[config.mk]
export PLATFORM = sky130hd
export DESIGN_NAME = lidg_load_unit
export DESIGN_NICKNAME = d
export VERILOG_FILES = /design/src/shared/lidg_pkg.sv /design/src/hdl/lidg_decode.sv /design/src/hdl/lidg_load_unit.sv
export VERILOG_INCLUDE_DIRS = /design/src /design/src/shared
export SDC_FILE = /design/constraint.sdc
export NUM_CORES = 1
export LEC_CHECK = 0
export CELL_PAD_IN_SITES_DETAIL_PLACEMENT = 0
export CELL_PAD_IN_SITES_GLOBAL_PLACEMENT = 1
export CORE_ASPECT_RATIO = 1.5
export CORE_MARGIN = 4
export CORE_UTILIZATION = 42
export CTS_CLUSTER_SIZE = 12
export DETAILED_ROUTE_END_ITERATION = 6
export DONT_BUFFER_PORTS = 1
export PLACE_DENSITY_LB_ADDON = 0.25
export SETUP_SLACK_MARGIN = 0.3
export SYNTH_ARGS = -nofsm -noshare
export SYNTH_HDL_FRONTEND = slang
export SYNTH_SLANG_ARGS = --single-unit
[constraint.sdc]
create_clock -name clk -period 2.4 [get_ports clk]
set_clock_uncertainty 0.1 [all_clocks]
set_input_delay 0.48 -clock clk [delete_from_list [all_inputs] [get_ports clk]]
set_output_delay 0.48 -clock clk [all_outputs]
set_load 0.03 [all_outputs]
[src/shared/lidg_defs.svh]
// constants for the load decode and address generation block
`ifndef LIDG_DEFS_SVH
`define LIDG_DEFS_SVH

// opcode patterns, instruction bits 15:11 or 15:9
`define LIDG_OP5_LIT 5'h09
`define LIDG_OP5_BYTE_IMM 5'h0F
`define LIDG_OP5_HALF_IMM 5'h11
`define LIDG_OP7_WORD_REG 7'h2C
`define LIDG_OP7_BYTE_REG 7'h2E
// pc alignment mask, clears the low two bits
`define LIDG_PC_ALIGN_MASK 32'hFFFFFFFC
`define LIDG_RESET_WORD 32'h00000000

`endif

[src/shared/lidg_pkg.sv]
// types for the load decode and address generation block
package lidg_pkg;

	typedef enum logic [1:0] {
		LIDG_SIZE_BYTE = 2'h0,
		LIDG_SIZE_HALF = 2'h1,
		LIDG_SIZE_WORD = 2'h2
	} lidg_size_t;

	typedef enum logic [3:0] {
		LIDG_K_NONE = 4'h0,
		LIDG_K_LIT = 4'h1,
		LIDG_K_WORD_REG = 4'h2,
		LIDG_K_BYTE_IMM = 4'h3,
		LIDG_K_BYTE_REG = 4'h4,
		LIDG_K_HALF_IMM = 4'h5
	} lidg_kind_t;

	typedef enum logic [2:0] {
		LIDG_ST_IDLE = 3'b001,
		LIDG_ST_REQ = 3'b010,
		LIDG_ST_WAIT = 3'b100
	} lidg_state_t;

endpackage

[src/hdl/lidg_decode.sv]
// instruction field extraction and effective address for the load group
`timescale 1ns/100ps
`default_nettype none
`include "lidg_defs.svh"

module lidg_decode (
	input wire logic [15:0] insn,
	input wire logic [31:0] pc,
	input wire logic [31:0] base_val,
	input wire logic [31:0] offset_val,
	output lidg_pkg::lidg_kind_t kind,
	output logic [2:0] dest_reg_field,
	output logic [2:0] base_reg_field,
	output logic [2:0] offset_reg_field,
	output logic [31:0] eff_addr,
	output lidg_pkg::lidg_size_t size
);

	logic [4:0] short_imm_field;
	logic [7:0] long_imm_field;

	always_comb begin
		short_imm_field = insn[10:6];
		long_imm_field = insn[7:0];
		offset_reg_field = insn[8:6]; // RL3
		base_reg_field = insn[5:3]; // RL3
		dest_reg_field = insn[2:0]; // RL3
		kind = lidg_pkg::LIDG_K_NONE;
		size = lidg_pkg::LIDG_SIZE_WORD;
		eff_addr = `LIDG_RESET_WORD;
		if (insn[15:11] == `LIDG_OP5_LIT) begin
			kind = lidg_pkg::LIDG_K_LIT;
			dest_reg_field = insn[10:8];
			// aligned pc plus imm with two zero bits appended
			eff_addr = (pc & `LIDG_PC_ALIGN_MASK)
				+ {22'h0, long_imm_field, 2'h0}; // RL1 RL2
		end else if (insn[15:9] == `LIDG_OP7_WORD_REG) begin // RL3
			kind = lidg_pkg::LIDG_K_WORD_REG;
			eff_addr = base_val + offset_val; // RL4 RL12
		end else if (insn[15:9] == `LIDG_OP7_BYTE_REG) begin // RL7
			kind = lidg_pkg::LIDG_K_BYTE_REG;
			size = lidg_pkg::LIDG_SIZE_BYTE;
			eff_addr = base_val + offset_val; // RL4 RL7
		end else if (insn[15:11] == `LIDG_OP5_BYTE_IMM) begin
			kind = lidg_pkg::LIDG_K_BYTE_IMM;
			size = lidg_pkg::LIDG_SIZE_BYTE;
			// zero imm gives the base itself
			eff_addr = base_val + {27'h0, short_imm_field}; // RL5 RL11
		end else if (insn[15:11] == `LIDG_OP5_HALF_IMM) begin
			kind = lidg_pkg::LIDG_K_HALF_IMM;
			size = lidg_pkg::LIDG_SIZE_HALF;
			eff_addr = base_val
				+ {26'h0, short_imm_field, 1'h0}; // RL8 RL11
		end
	end

endmodule
`default_nettype wire

[src/hdl/lidg_load_unit.sv]
// load group decode, address generation, memory read and writeback
//
// Contract
// (RL1) The literal load reads a word at the pc rounded down to four plus the offset and writes it to the destination.
// (RL2) The literal offset is the 8-bit immediate with two zero bits appended, zero-extended.
// (RL3) The register-offset word load matches bits 15:9 = 0101100 with offset, base and destination in 8:6, 5:3, 2:0.
// (RL4) Register-offset loads address base plus unshifted offset register.
// (RL5) The byte immediate load adds the unscaled zero-extended 5-bit immediate to the base.
// (RL6) Both byte loads read one byte and write it zero-extended.
// (RL7) The register-offset byte load addresses base plus offset register and differs only in opcode.
// (RL8) The halfword immediate offset is the 5-bit immediate with one zero bit appended.
// (RL9) The halfword load reads two bytes and writes them zero-extended.
// (RL10) No load writes the computed address back to the base register.
// (RL11) An absent immediate means offset zero, so the address is the base.
// (RL12) The register-offset word load writes the full word unchanged.
// (RL13) Writeback waits for read data and every read carries a size code.
// (RL14) Memory returns the data right-justified in the low bits.
`timescale 1ns/100ps
`default_nettype none
`include "lidg_defs.svh"

module lidg_load_unit (
	input wire logic clk,
	input wire logic rst,
	input wire logic insn_valid,
	output logic insn_ready,
	input wire logic [15:0] insn,
	input wire logic [31:0] pc,
	output logic [2:0] base_reg_field,
	output logic [2:0] offset_reg_field,
	input wire logic [31:0] base_val,
	input wire logic [31:0] offset_val,
	output logic insn_illegal,
	output logic mem_req,
	input wire logic mem_ack,
	output logic [31:0] mem_addr,
	output lidg_pkg::lidg_size_t mem_size,
	input wire logic mem_rvalid,
	input wire logic [31:0] mem_rdata,
	output logic wb_en,
	output logic [2:0] wb_reg,
	output logic [31:0] wb_data
);

	////////////////////////////////////////////////////////////////////////
	lidg_pkg::lidg_kind_t dec_kind;
	logic [2:0] dec_dest;
	logic [31:0] dec_addr;
	lidg_pkg::lidg_size_t dec_size;

	lidg_decode u_decode (
		.insn(insn),
		.pc(pc),
		.base_val(base_val),
		.offset_val(offset_val),
		.kind(dec_kind),
		.dest_reg_field(dec_dest),
		.base_reg_field(base_reg_field),
		.offset_reg_field(offset_reg_field),
		.eff_addr(dec_addr),
		.size(dec_size)
	);

	function automatic logic [31:0] lidg_zext(
		input lidg_pkg::lidg_size_t sz,
		input logic [31:0] d
	);
		case (sz)
			lidg_pkg::LIDG_SIZE_BYTE: lidg_zext = {24'h000000, d[7:0]};
			lidg_pkg::LIDG_SIZE_HALF: lidg_zext = {16'h0000, d[15:0]};
			default: lidg_zext = d;
		endcase
	endfunction

	////////////////////////////////////////////////////////////////////////
	lidg_pkg::lidg_state_t state_reg, state_next;
	logic [31:0] addr_reg, addr_next;
	lidg_pkg::lidg_size_t size_reg, size_next;
	logic [2:0] dest_reg, dest_next;
	logic wb_en_reg, wb_en_next;
	logic [31:0] wb_data_reg, wb_data_next;
	logic illegal_reg, illegal_next;

	always_comb begin
		state_next = state_reg;
		addr_next = addr_reg;
		size_next = size_reg;
		dest_next = dest_reg;
		wb_en_next = 1'b0;
		wb_data_next = wb_data_reg;
		illegal_next = 1'b0;
		case (state_reg)
			lidg_pkg::LIDG_ST_IDLE: begin
				if (insn_valid) begin
					if (dec_kind == lidg_pkg::LIDG_K_NONE) begin
						illegal_next = 1'b1;
					end else begin
						// address, size and destination are kept: base never updated
						addr_next = dec_addr; // RL10
						size_next = dec_size; // RL13
						dest_next = dec_dest;
						state_next = lidg_pkg::LIDG_ST_REQ;
					end
				end
			end
			lidg_pkg::LIDG_ST_REQ: begin
				if (mem_ack) begin
					state_next = lidg_pkg::LIDG_ST_WAIT;
				end
			end
			lidg_pkg::LIDG_ST_WAIT: begin
				// hold writeback until data arrives
				if (mem_rvalid) begin // RL13
					wb_en_next = 1'b1;
					// relies on right-justified read data
					wb_data_next = lidg_zext(size_reg, mem_rdata); // RL6 RL9 RL12 RL14
					state_next = lidg_pkg::LIDG_ST_IDLE;
				end
			end
			default: begin
				state_next = lidg_pkg::LIDG_ST_IDLE;
			end
		endcase
	end

	always_ff @(posedge clk or posedge rst) begin
		if (rst) begin
			state_reg <= lidg_pkg::LIDG_ST_IDLE;
			addr_reg <= `LIDG_RESET_WORD;
			size_reg <= lidg_pkg::LIDG_SIZE_WORD;
			dest_reg <= 3'h0;
			wb_en_reg <= 1'b0;
			wb_data_reg <= `LIDG_RESET_WORD;
			illegal_reg <= 1'b0;
		end else begin
			state_reg <= state_next;
			addr_reg <= addr_next;
			size_reg <= size_next;
			dest_reg <= dest_next;
			wb_en_reg <= wb_en_next;
			wb_data_reg <= wb_data_next;
			illegal_reg <= illegal_next;
		end
	end

	////////////////////////////////////////////////////////////////////////
	assign insn_ready = (state_reg == lidg_pkg::LIDG_ST_IDLE);
	assign mem_req = (state_reg == lidg_pkg::LIDG_ST_REQ);
	assign mem_addr = addr_reg;
	assign mem_size = size_reg;
	assign wb_en = wb_en_reg;
	assign wb_reg = dest_reg;
	assign wb_data = wb_data_reg;
	assign insn_illegal = illegal_reg;

endmodule
`default_nettype wire

[Word-level counts from Yosys, hierarchy flattened]
Index checks and enable logic that the tools add are counted.
Cells by class
  $add $sub $neg: 4
  eq/ne operators: 13
  multiplexer cells: 27
  bitwise logic cells: 1
  reductions and logical operators: 5
Operators with widths (number)
  $mux 32: 5
  $pmux 32 s2: 1
  $add 32x10->32: 1
  $add 32x32->32: 1
  $add 32x5->32: 1
  $add 32x6->32: 1
  $mux 3: 6
  $mux 4: 4
  $eq 7x6->1 const B: 2
  $eq 5x4->1 const B: 2
  $mux 2: 5
  $pmux 3 s3: 1
  $ne 2x2->1 const B: 3
  $eq 5x5->1 const B: 1
  $mux 1: 5
  $logic_not 4->1: 1
  $reduce_and 4->1: 1
  $eq 3x1->1 const B: 1
  $eq 3x2->1 const B: 1
  $eq 3x3->1 const B: 1
  $reduce_and 3->1: 1
  $eq 2x1->1 const B: 1
  $logic_not 2->1: 1
  $ne 2x1->1 const B: 1
  other kinds (2): 2
Word-level totals
  register bits after elaboration: 74
  output and inout bits: 79
  word-level logic and storage cells: 57

[Longest topological paths before layout]
Gate-level depths: netlist of run 1.
  depth after elaboration: 10
  gate-level depth with buffers: 11
  gate-level depth less buffers: 11

[Modules after synthesis]
A second synthesis of run 1 with hierarchy kept.
Second synthesis, totals
  cell total of the unflattened synthesis: 891
  area, all modules: 7412.1 um^2
Modules (own cells, without submodules)
  lidg_decode: times used 1, cells each 664, area an instance 4366.7 um^2
  lidg_load_unit: times used 1, cells each 227, area an instance 3045.4 um^2

[Worst setup path before layout of run 1]
No wires, ideal clock.
  path kind: input to register
  start point: in base_val[11]
  end point: reg addr_reg[26], in the netlist mem_addr[26]
  setup time: 137 ps
  arrival time: 2397 ps
  path slack: -234 ps
  stages on the path: 10
  cell sequence: ha_1 > buf_2 > a21o_1 > o21bai_1 > a311oi_2 > o21ai_2 > and4_1 > or3_1 > a31oi_1 > o211ai_1
Between the ends
  cells in the longest elaborated chain, start to end: 6
  elaborated cells between the ends (all ways): 8
  classes of those cells: add/sub (3); mux (5)
RTL lines
  start: declaration: line lidg_load_unit.sv:31  | input wire logic [31:0] base_val,
  $add 32x6->32: line lidg_decode.sv:53  | + {26'h0, short_imm_field, 1'h0};
  $mux 32: line lidg_decode.sv:49  | end else if (insn[15:11] == `LIDG_OP5_HALF_IMM) begin
  $mux 32: line lidg_decode.sv:44  | end else if (insn[15:11] == `LIDG_OP5_BYTE_IMM) begin
  $mux 32: line lidg_decode.sv:40  | end else if (insn[15:9] == `LIDG_OP7_BYTE_REG) begin
  $mux 32 *: line lidg_decode.sv:37  | end else if (insn[15:9] == `LIDG_OP7_WORD_REG) begin
  $mux 32 *: line lidg_decode.sv:31  | if (insn[15:11] == `LIDG_OP5_LIT) begin
  end signal: assignment: line lidg_load_unit.sv:129  | addr_reg <= `LIDG_RESET_WORD;
  end signal: assignment: line lidg_load_unit.sv:137  | addr_reg <= addr_next;
  end: declaration: line lidg_load_unit.sv:77  | logic [31:0] addr_reg, addr_next;
Every way passes the cells marked *; elsewhere a longest branch is shown, timed or not.
A chain may end at the register's enable or synchronous reset.

[Final worst setup path of run 1]
  start point: in base_val[0]
  end point: reg addr_reg[23], in the netlist mem_addr[23]
Same word-level chain as after synthesis.

==> flow_metrics.py, run 1 <==
metrics = {
    "cts": {
        "cts_inserted_buffers": 9,
        "cts_num_sinks": 74,
        "cts.root.buffer_cell": "clkbuf_16",
        "worstSkewPairLatency_ns": 0.34,
        "cts_tree": "built",
        "clock_tree.buffer_depth": 2,
        "h-tree-depth": 3,
        "clk_pin_slew_worst_paths_ns": 0.08,
    },
    "logic_synthesis": {
        "synthDistinctLibCells": 88,
        "netlist_instances": 963,
        "synth-seq-cells": 74,
        "syn_avg_cell_area_um2": 7.640,
        "async_flop_share_pct": 100.0,
        "syn_area_um2": 7357,
        "ys_warn_count": 0,
        "synth_simple_gate_area_share_pct": 24.97,
        "muxShareOfSynthArea_pct": 0.8333,
        "synth_area_leaders": "dfrtp_1, ha_1, nand2_1, o21ai_0, a21oi_1",
        "synth_top_area_cell": "dfrtp_1",
        "synth_compound_area_share_pct": 29.22,
        "yosysSeqAreaShare_pct": 25.20,
        "synth_top_family_by_area": "compound AO/OA/AOI/OAI gates",
        "synth_fp_nets": 1165,
        "synth_top_area_share_pct": 24.49,
        "synth_edf_count": 0,
        "synth-adder-area-share_pct": 9.422,
        "synthXorXnorAreaFrac_pct": 5.714,
        "synth_ff_type": "dfrtp_1",
    },
    "global_routing": {
        "grt_pass1_vias": 8217,
        "grt_antenna_before_repair": 0,
        "grt_max_degree": 75,
        "track_usage_pct": 28.60,
        "grt_pass1_wl_um": 44190,
        "grt.overflow.total": 0,
    },
    "die": {
        "die_w_um": 116.1,
        "die_y_um": 170.1,
        "start_util_pct": 42.59,
        "core_um2": 17270,
        "ioPinCount": 228,
        "num_rows": 59,
        "dieArea_um2": 19740,
    },
    "cells_and_area": {
        "fin_nets": 1320,
        "antenna_cells": 0,
        "drive_gt1_share_pct": 31.26,
        "synthToLayoutAreaGrowth_pct": 38.45,
    },
    "worst_setup_path": {
        "critical_path.cell_chain": "ha_4, buf_4, a21o_1, and4_4, o21ai_4, or3_4, a2111oi_4, buf_6, or4_1, a31oi_1, buf_4, a211oi_2",
        "cp_data_required_time_ns": 2.52,
        "worstPathMaxFanout": 7,
        "crit_arrival_ns": 2.49,
        "cp_common_cell": "buf_4",
        "start_kind": "input port",
        "slowest_stage": "or4_1",
        "end_kind": "flip-flop",
        "critPathKind": "input port to flip-flop",
        "critPathMaxStageDelay_ns": 0.40,
    },
    "run_status": {
        "outcome": "finished clean",
    },
    "drt": {
        "drc": 0,
        "post_drt_via_cell_ratio": 6.079,
        "first_pass_iters": 5,
        "first_iter_violations": 594,
        "wirelength_um": 29140,
        "wl_per_cell_um": 21.81,
        "via_count": 8121,
        "ant_nets": 0,
    },
    "sta": {
        "fmax_ghz": 0.4221,
        "fin_crit_ns": 2.369,
        "setup_viol": 0,
        "holdWs_ns": 0.008167,
        "tightest_slew_ns": 0.4823,
        "period_share_pct": 98.70,
        "finalHoldViolations": 0,
        "rsz0062_at_grt": "yes",
        "drv_slew": 0,
        "relSlewSlack_pct": 67.85,
        "tns_ns": 0,
        "setup_slack_ns": 0.03113,
    },
    "power": {
        "power.leakage_uw": 0.004236,
        "power_density_nw_per_um2": 485.0,
        "vdd_drop_max_mv": 0.3701,
    },
    "flow_run": {
        "maxCapViolCount": 0,
    },
    "place": {
        "portBuffers": 0,
        "gp_congestion": 0.9074,
        "dp.final_hpwl_um": 23270,
        "pre_cts_slack_ns": -0.6411,
    },
    "min_path": {
        "hp-class": "input port to asynchronous set/reset pin",
    },
}
[metrics by stage]
stage	cells	cell area, µm²	utilization, %	power (µW)
finish	1336	10190	58.97	4940
floorplan	963	7705	-	2758
global route	1336	10190	58.97	5177
global placement	1300	9120	52.80	3266
CTS	1328	9905	57.34	4881
detailed placement	1300	9120	52.80	3285
[power breakdown]
part	switching, µW	internal, µW	total (µW)	leakage [µW]
clock	662	829	1490	0.000149
sequential	464	1390	1860	0.000965
combinational	797	794	1590	0.00312
total	1920	3020	4940	0.00424
[layout by cell type (no fill, tap or decap), drive strengths merged, types with 7 or more instances in the layout]
| cell type | instances |
|---|---|
| a211oi | 11 |
| a21o | 19 |
| a21oi | 73 |
| a221oi | 9 |
| a31oi | 31 |
| and3 | 12 |
| and4 | 10 |
| buf | 197 |
| clkbuf | 9 |
| dfrtp | 72 |
| ha | 49 |
| inv | 28 |
| nand2 | 153 |
| nand2b | 11 |
| nand3 | 31 |
| nand4 | 17 |
| nor2 | 73 |
| nor2b | 8 |
| nor3 | 21 |
| o21a | 9 |
| o21ai | 87 |
| o21bai | 8 |
| o22ai | 7 |
| o31ai | 7 |
| or2 | 7 |
| or3 | 8 |
| xnor2 | 27 |
| xor2 | 21 |
[repair_timing]
action	in CTS	in global routing
hold endpoints to repair	0	0
setup endpoints to repair	25	29
gates resized for setup	79	47
buffers inserted	12	8
pin swaps	59	48
hold buffers	0	0
[worst max-delay path, delay by kind of cell]
family	cells	cell delay (ns)
buffers and inverters	3	0.41
AOI/OAI and AO/OA	5	0.65
and+or+nand+nor	3	0.78
adders and majority gates	1	0.14
[synthesized netlist by cell type, drive strengths merged (25+ instances only)]
cell,n
xnor2,27
nor2,73
nand3,31
dfrtp,72
nand2,153
o21ai,87
a31oi,31
clkbuf,33
a21oi,73
ha,49
inv,25
[logic make-up (layout without fill, tap and decap cells)]
kind of cell             count (synthesis)  count (layout)
XOR/XNOR                                48              48
adder cells (fa/ha/maj)                 53              53
AND/OR/NAND/NOR                        380             380
buffers and inverters                   79             239
AO/OA/AOI/OAI                          323             323
flip-flops                              74              74
multiplexers                             6               6
[cell type report]
type                       instances  area [µm²]
clock buffer                       9       225.2
multi-input combinational        810        6021
fill                            1613        7088
timing repair buffer             197        1634
tap                              213       266.5
inverter                          26       101.3
sequential                        74        1854
clock inverter                     7       83.83
[worst paths after layout]
path | cells past startpoint | end | startpoint | slack [ns]
max | 12 | mem_addr[23]$_DFFE_PP0P_ | base_val[0] | 0.03
min | 2 | mem_addr[5]$_DFFE_PP0P_ | rst | 0.008
max reg2reg | 7 | mem_addr[29]$_DFFE_PP0P_ | state_reg[0]$_DFFE_PP1P_ | 0.27
min reg2reg | 1 | state_reg[2]$_DFFE_PP0P_ | state_reg[0]$_DFFE_PP1P_ | 0.47
max in group asynchronous | 2 | state_reg[0]$_DFFE_PP1P_ | rst | 1.81
min in group clk | 2 | wb_data[1]$_DFFE_PP0P_ | mem_rdata[1] | 0.14
[layer usage]
metal	vias to the layer above	GRT usage, %	share of wire (%)
li1	3882	-	-
met3	46	7.186	8.4
met5	-	0	0
met2	302	52.24	52
met4	0	9.743	2.8
met1	3891	31.75	37
Power figures use the tool's default switching activity.
==> run 2: changes to the inputs <==
- RECOVER_POWER: unset -> 50
==> flow_metrics.py, run 2 (synthesis results as in run 1) <==
metrics = {
    "die": {
        "core_um2": 17270,
        "dieArea_um2": 19740,
        "ioPinCount": 228,
        "die_y_um": 170.1,
        "num_rows": 59,
        "start_util_pct": 42.59,
        "die_w_um": 116.1,
    },
    "cts": {
        "h-tree-depth": 3,
        "cts_inserted_buffers": 9,
        "cts_tree": "built",
        "cts_num_sinks": 74,
        "clock_tree.buffer_depth": 2,
        "cts.root.buffer_cell": "clkbuf_16",
        "worstSkewPairLatency_ns": 0.34,
        "clk_pin_slew_worst_paths_ns": 0.07,
    },
    "drt": {
        "first_iter_violations": 527,
        "drc": 0,
        "wirelength_um": 29160,
        "via_count": 8136,
        "ant_nets": 0,
        "post_drt_via_cell_ratio": 6.090,
        "wl_per_cell_um": 21.83,
        "first_pass_iters": 5,
    },
    "power": {
        "p_switching_uw": 1920,
        "power.leakage_uw": 0.004231,
        "p_total_uw": 4934,
        "swShare_pct": 38.91,
        "seqPwrFrac_pct": 37.7,
        "pwr-share-clk_pct": 30.2,
        "power_density_nw_per_um2": 485.2,
        "combPwrFrac_pct": 32.2,
        "p_int_uw": 3014,
        "vdd_drop_max_mv": 0.3692,
    },
    "sta": {
        "rsz0062_at_grt": "yes",
        "fin_crit_ns": 2.377,
        "period_share_pct": 99.05,
        "fmax_ghz": 0.4207,
        "relSlewSlack_pct": -32.72,
        "tightest_slew_ns": 1.991,
        "drv_slew": 75,
        "setup_viol": 0,
        "holdWs_ns": 0.1409,
        "tns_ns": 0,
        "finalHoldViolations": 0,
    },
    "global_routing": {
        "grt_pass1_wl_um": 44190,
        "grt_pass1_vias": 8217,
        "grt.overflow.total": 0,
        "grt_antenna_before_repair": 0,
        "track_usage_pct": 28.60,
        "grt_max_degree": 75,
    },
    "worst_setup_path": {
        "critPathKind": "input port to flip-flop",
        "end_kind": "flip-flop",
        "worstPathMaxFanout": 5,
        "r2r_cells": 7,
        "cp_data_required_time_ns": 2.51,
        "start_kind": "input port",
        "crit_arrival_ns": 2.49,
    },
    "cells_and_area": {
        "n_fill_cell": 1614,
        "antenna_cells": 0,
        "mostFrequentLayoutCell": "buf_4",
        "post-route-util_pct": 58.87,
        "synthToLayoutAreaGrowth_pct": 38.21,
        "seq_area_um2": 1854,
        "final_cell_mix": "buf_4, nand2_1, dfrtp_1",
        "drive_gt1_share_pct": 31.26,
        "multi_input_area_um2": 6021,
        "fin_nets": 1320,
    },
    "run_status": {
        "violations": "max-capacitance violations, max-slew violations",
        "outcome": "complete, but fails checks",
    },
    "flow_run": {
        "maxCapViolCount": 1,
    },
    "place": {
        "gp_congestion": 0.9074,
        "dp.final_hpwl_um": 23270,
        "portBuffers": 0,
    },
    "min_path": {
        "hp-class": "input port to flip-flop",
        "whs_path_depth": 2,
    },
}
==> run 2: changes by cell type in the layout (fill, tap and decap cells not counted), sizes merged <==
cell    previous run  this run
buf              197       196
clkbuf             9        10
==> run 2: routing by layer <==
metal	part of all wire (%)	wire length, µm	track usage (%)
met3	8.4	2453	7.186
met2	51	15020	52.24
met4	2.8	831	9.743
met1	37	10860	31.75
met5	0	0	0
==> run 2: worst paths after layout <==
path / slack, ns / from / end
max in group asynchronous: 0.38 / rst / wb_data[10]$_DFFE_PP0P_
max: 0.02 / insn[6] / mem_addr[17]$_DFFE_PP0P_
min in group asynchronous: 0.64 / rst / mem_addr[6]$_DFFE_PP0P_
min reg2reg: 0.47 / state_reg[0]$_DFFE_PP1P_ / state_reg[2]$_DFFE_PP0P_
min: 0.14 / mem_rdata[1] / wb_data[1]$_DFFE_PP0P_
max reg2reg: 0.27 / state_reg[0]$_DFFE_PP1P_ / mem_addr[29]$_DFFE_PP0P_
==> run 2: area by class of cell <==
class                      instances  area share (%)
clock buffer                       9           2.215
clock inverter                     7          0.8244
inverter                          26          0.9721
multi-input combinational        810           59.21
sequential                        74           18.24
tap                              213           2.621
timing repair buffer             197           15.92
==> run 2: per-stage QoR <==
stage	setup WS, ns	cell area (µm²)	std cells
after global routing	-0.09304	10170	1336
after global placement	-0.6257	9120	1300
after floorplan	-0.1790	7705	963
after CTS	-0.008415	9905	1328
final	0.02278	10170	1336
after detailed placement	-0.6411	9120	1300
==> run 2: power by group through the flow <==
| stage | clock [µW] | sequential (µW) | combinational, µW |
|---|---|---|---|
| detailed placement | 0 | 1880 | 1400 |
| CTS | 1500 | 1860 | 1520 |
| finish | 1490 | 1860 | 1590 |
| global route | 1550 | 1880 | 1750 |
| floorplan | 0 | 1800 | 960 |
| global placement | 0 | 1880 | 1380 |
==> run 2: what timing repair did <==
action | CTS | global route
gates resized for setup | 79 | 47
setup endpoints to repair | 25 | 29
setup buffers | 12 | 8
hold endpoints to repair | 0 | 0
hold buffers | 0 | 0
pin swaps | 59 | 48
==> run 2: worst max-delay path: stages <==
cell and delay [ns]:
ha_4 0.12, inv_2 0.04, fa_2 0.38, nor2b_4 0.15
o2111ai_4 0.14, a211oi_2 0.23, buf_4 0.19, buf_6 0.11
buf_6 0.10, o22ai_4 0.08, o21ai_2 0.12, o311ai_2 0.11
a21oi_1 0.14, a31oi_1 0.10
==> run 3: changes to the inputs <==
- ABC_AREA: unset -> 1
- CORE_UTILIZATION: 42 -> 40
- TNS_END_PERCENT: unset -> 10
==> flow_metrics.py, run 3 <==
metrics = {
    "power": {
        "p_int_uw": 2933,
        "combPwrFrac_pct": 29.8,
        "power_density_nw_per_um2": 511.1,
        "seqPwrFrac_pct": 44.4,
        "vdd_drop_max_mv": 0.3722,
        "power.leakage_uw": 0.005569,
        "p_switching_uw": 2305,
        "pwr-share-clk_pct": 25.7,
        "swShare_pct": 44.01,
    },
    "cts": {
        "cts_num_sinks": 74,
        "cts_inserted_buffers": 9,
        "clock_tree.buffer_depth": 2,
        "h-tree-depth": 3,
        "worstSkewPairLatency_ns": 0.33,
        "cts.root.buffer_cell": "clkbuf_16",
        "cts_tree": "built",
        "clk_pin_slew_worst_paths_ns": 0.06,
    },
    "global_routing": {
        "grt_pass1_vias": 10080,
        "use_met3_pct": 4.154,
        "grt_max_degree": 75,
        "track_usage_pct": 26.26,
        "grt.overflow.total": 0,
        "top_usage_layer": "met2",
        "grt_antenna_before_repair": 0,
        "grt_use_met2_pct": 49.51,
        "grt_pass1_wl_um": 51310,
        "grt.met1_usage_pct": 26.11,
    },
    "drt": {
        "post_drt_via_cell_ratio": 5.293,
        "wl_per_cell_um": 17.31,
        "via_count": 10380,
        "first_iter_violations": 582,
        "wirelength_um": 33940,
        "ant_nets": 0,
        "drc": 0,
        "first_pass_iters": 6,
    },
    "die": {
        "core_um2": 22380,
        "ioPinCount": 228,
        "die_w_um": 131,
        "dieArea_um2": 25220,
        "start_util_pct": 40.56,
        "num_rows": 67,
        "die_y_um": 192.5,
    },
    "logic_synthesis": {
        "syn_avg_cell_area_um2": 5.583,
        "synth_fp_nets": 1828,
        "netlist_instances": 1626,
        "yosysSeqAreaShare_pct": 20.43,
        "synth_area_leaders": "nand2_1, dfrtp_1, nand3_1, inv_1, ha_1",
        "synth_top_area_cell": "nand2_1",
        "ys_warn_count": 0,
        "synth_edf_count": 0,
        "synth-seq-cells": 74,
        "synth_ff_type": "dfrtp_1",
        "synth_top_area_share_pct": 25.06,
        "synthDistinctLibCells": 45,
        "synth.most_common_cell": "nand2_1",
        "async_flop_share_pct": 100.0,
        "syn_area_um2": 9077,
        "ys_top_cells_by_count": "nand2_1, inv_1, nand3_1",
    },
    "worst_setup_path": {
        "worstPathMaxFanout": 8,
        "critPathMaxStageDelay_ns": 0.39,
        "start_kind": "input port",
        "slowest_stage": "fa_1",
        "critPathTopFamily": "simple AND/OR/NAND/NOR gates",
        "crit_arrival_ns": 2.18,
        "critPathKind": "input port to flip-flop",
        "cp.buffers_inverters": 0,
        "critical_path.cell_chain": "ha_1, fa_1, nand2_1, a21oi_2, nand3_1, nand2_1, nand3b_1, nand2_1, nand3_1, nand2_1, a21oi_1, nor2_1",
        "cp_data_required_time_ns": 2.52,
        "end_kind": "flip-flop",
        "cp_common_cell": "nand2_1",
    },
    "run_status": {
        "outcome": "complete, but fails checks",
        "violations": "max-capacitance violations, max-slew violations",
    },
    "sta": {
        "tightest_slew_ns": 1.843,
        "drv_slew": 75,
        "fmax_ghz": 0.4869,
        "rsz0062_at_grt": "yes",
        "fin_crit_ns": 2.054,
        "tns_ns": 0,
        "period_share_pct": 85.58,
        "finalHoldViolations": 0,
        "setup_viol": 0,
        "relSlewSlack_pct": -22.86,
    },
    "min_path": {
        "hp-class": "input port to flip-flop",
    },
    "place": {
        "dp_cells": 1944,
        "dp.final_hpwl_um": 28450,
        "place_area_um2": 9887,
        "portBuffers": 0,
        "gp_congestion": 0.9629,
    },
    "cells_and_area": {
        "final_cell_mix": "nand2_1, inv_1, nand3_1",
        "stdcell_count": 1960,
        "n_fill_cell": 2487,
        "post-route-util_pct": 45.79,
        "fin_area_um2": 10250,
        "drive_gt1_share_pct": 8.967,
        "antenna_cells": 0,
        "synthToLayoutAreaGrowth_pct": 12.91,
        "fin_nets": 1881,
        "mostFrequentLayoutCell": "nand2_1",
    },
    "flow_run": {
        "maxCapViolCount": 1,
    },
}
==> run 3: cell count changes after synthesis, moves of 22 or more <==
| cell | delta |
|---|---|
| nand2_1 | +453 |
| nor2_1 | +86 |
| inv_1 | +207 |
| a31oi_1 | -22 |
| nand3_1 | +147 |
| xnor2_1 | -25 |
==> run 3: worst paths after layout <==
| path | from | end | slack (ns) | cells after the start |
|---|---|---|---|---|
| max in group asynchronous | rst | wb_data[1]$_DFFE_PP0P_ | 0.49 | 2 |
| max reg2reg | state_reg[0]$_DFFE_PP1P_ | mem_addr[15]$_DFFE_PP0P_ | 0.45 | 7 |
| max | insn[0] | mem_addr[20]$_DFFE_PP0P_ | 0.35 | 12 |
| min | mem_ack | state_reg[1]$_DFFE_PP0P_ | 0.15 | 1 |
| min reg2reg | state_reg[1]$_DFFE_PP0P_ | state_reg[2]$_DFFE_PP0P_ | 0.53 | 3 |
| min in group asynchronous | rst | mem_addr[30]$_DFFE_PP0P_ | 0.54 | 2 |
==> run 3: layer usage <==
layer  up-vias  wire, µm
met1      4614     12310
met4         0      2293
met5         -         0
li1       5276         -
met2       375     17220
met3       110      2117
==> run 3: final cells by class <==
cell class | instances | area [µm²] | share of cell area [%]
inverter | 237 | 890.9 | 8.691
multi-input combinational | 1279 | 6225 | 60.73
tap | 276 | 345.3 | 3.369
clock buffer | 9 | 225.2 | 2.197
clock inverter | 7 | 76.32 | 0.7446
timing repair buffer | 78 | 633.1 | 6.177
sequential | 74 | 1854 | 18.09
==> run 3: power by group through the flow <==
stage	combinational, µW	clock (µW)	sequential (µW)
floorplan	1140	0	2200
global placement	1520	0	2350
detailed placement	1550	0	2360
CTS	1560	1390	2340
global route	1800	1450	2370
finish	1560	1350	2330
==> run 3: stage by stage <==
| stage | hold WS, ns | worst slack [ns] | total power [µW] |
|---|---|---|---|
| after floorplan | 0.4686 | 0.06965 | 3339 |
| after global placement | 0.3877 | -0.09772 | 3874 |
| after detailed placement | 0.3889 | -0.1417 | 3911 |
| after CTS | 0.02859 | 0.2593 | 5288 |
| after global routing | 0.1406 | 0.1508 | 5614 |
| final | 0.1512 | 0.3462 | 5239 |
==> run 3: logic make-up after synthesis <==
logic type / synth area share [%]
flops: 20.43
simple gates: 47.28
fa+ha+maj: 7.636
buf+inv: 11.87
xor+xnor: 1.447
compound gates: 11.34
==> run 3: repair_timing <==
item / 4_1_cts / 5_1_grt
setup buffers: 0 / 0
hold buffers: 0 / 0
pin swaps: 0 / 4
resized for setup: 2 / 24
endpoints found under the setup margin: 8 / 26
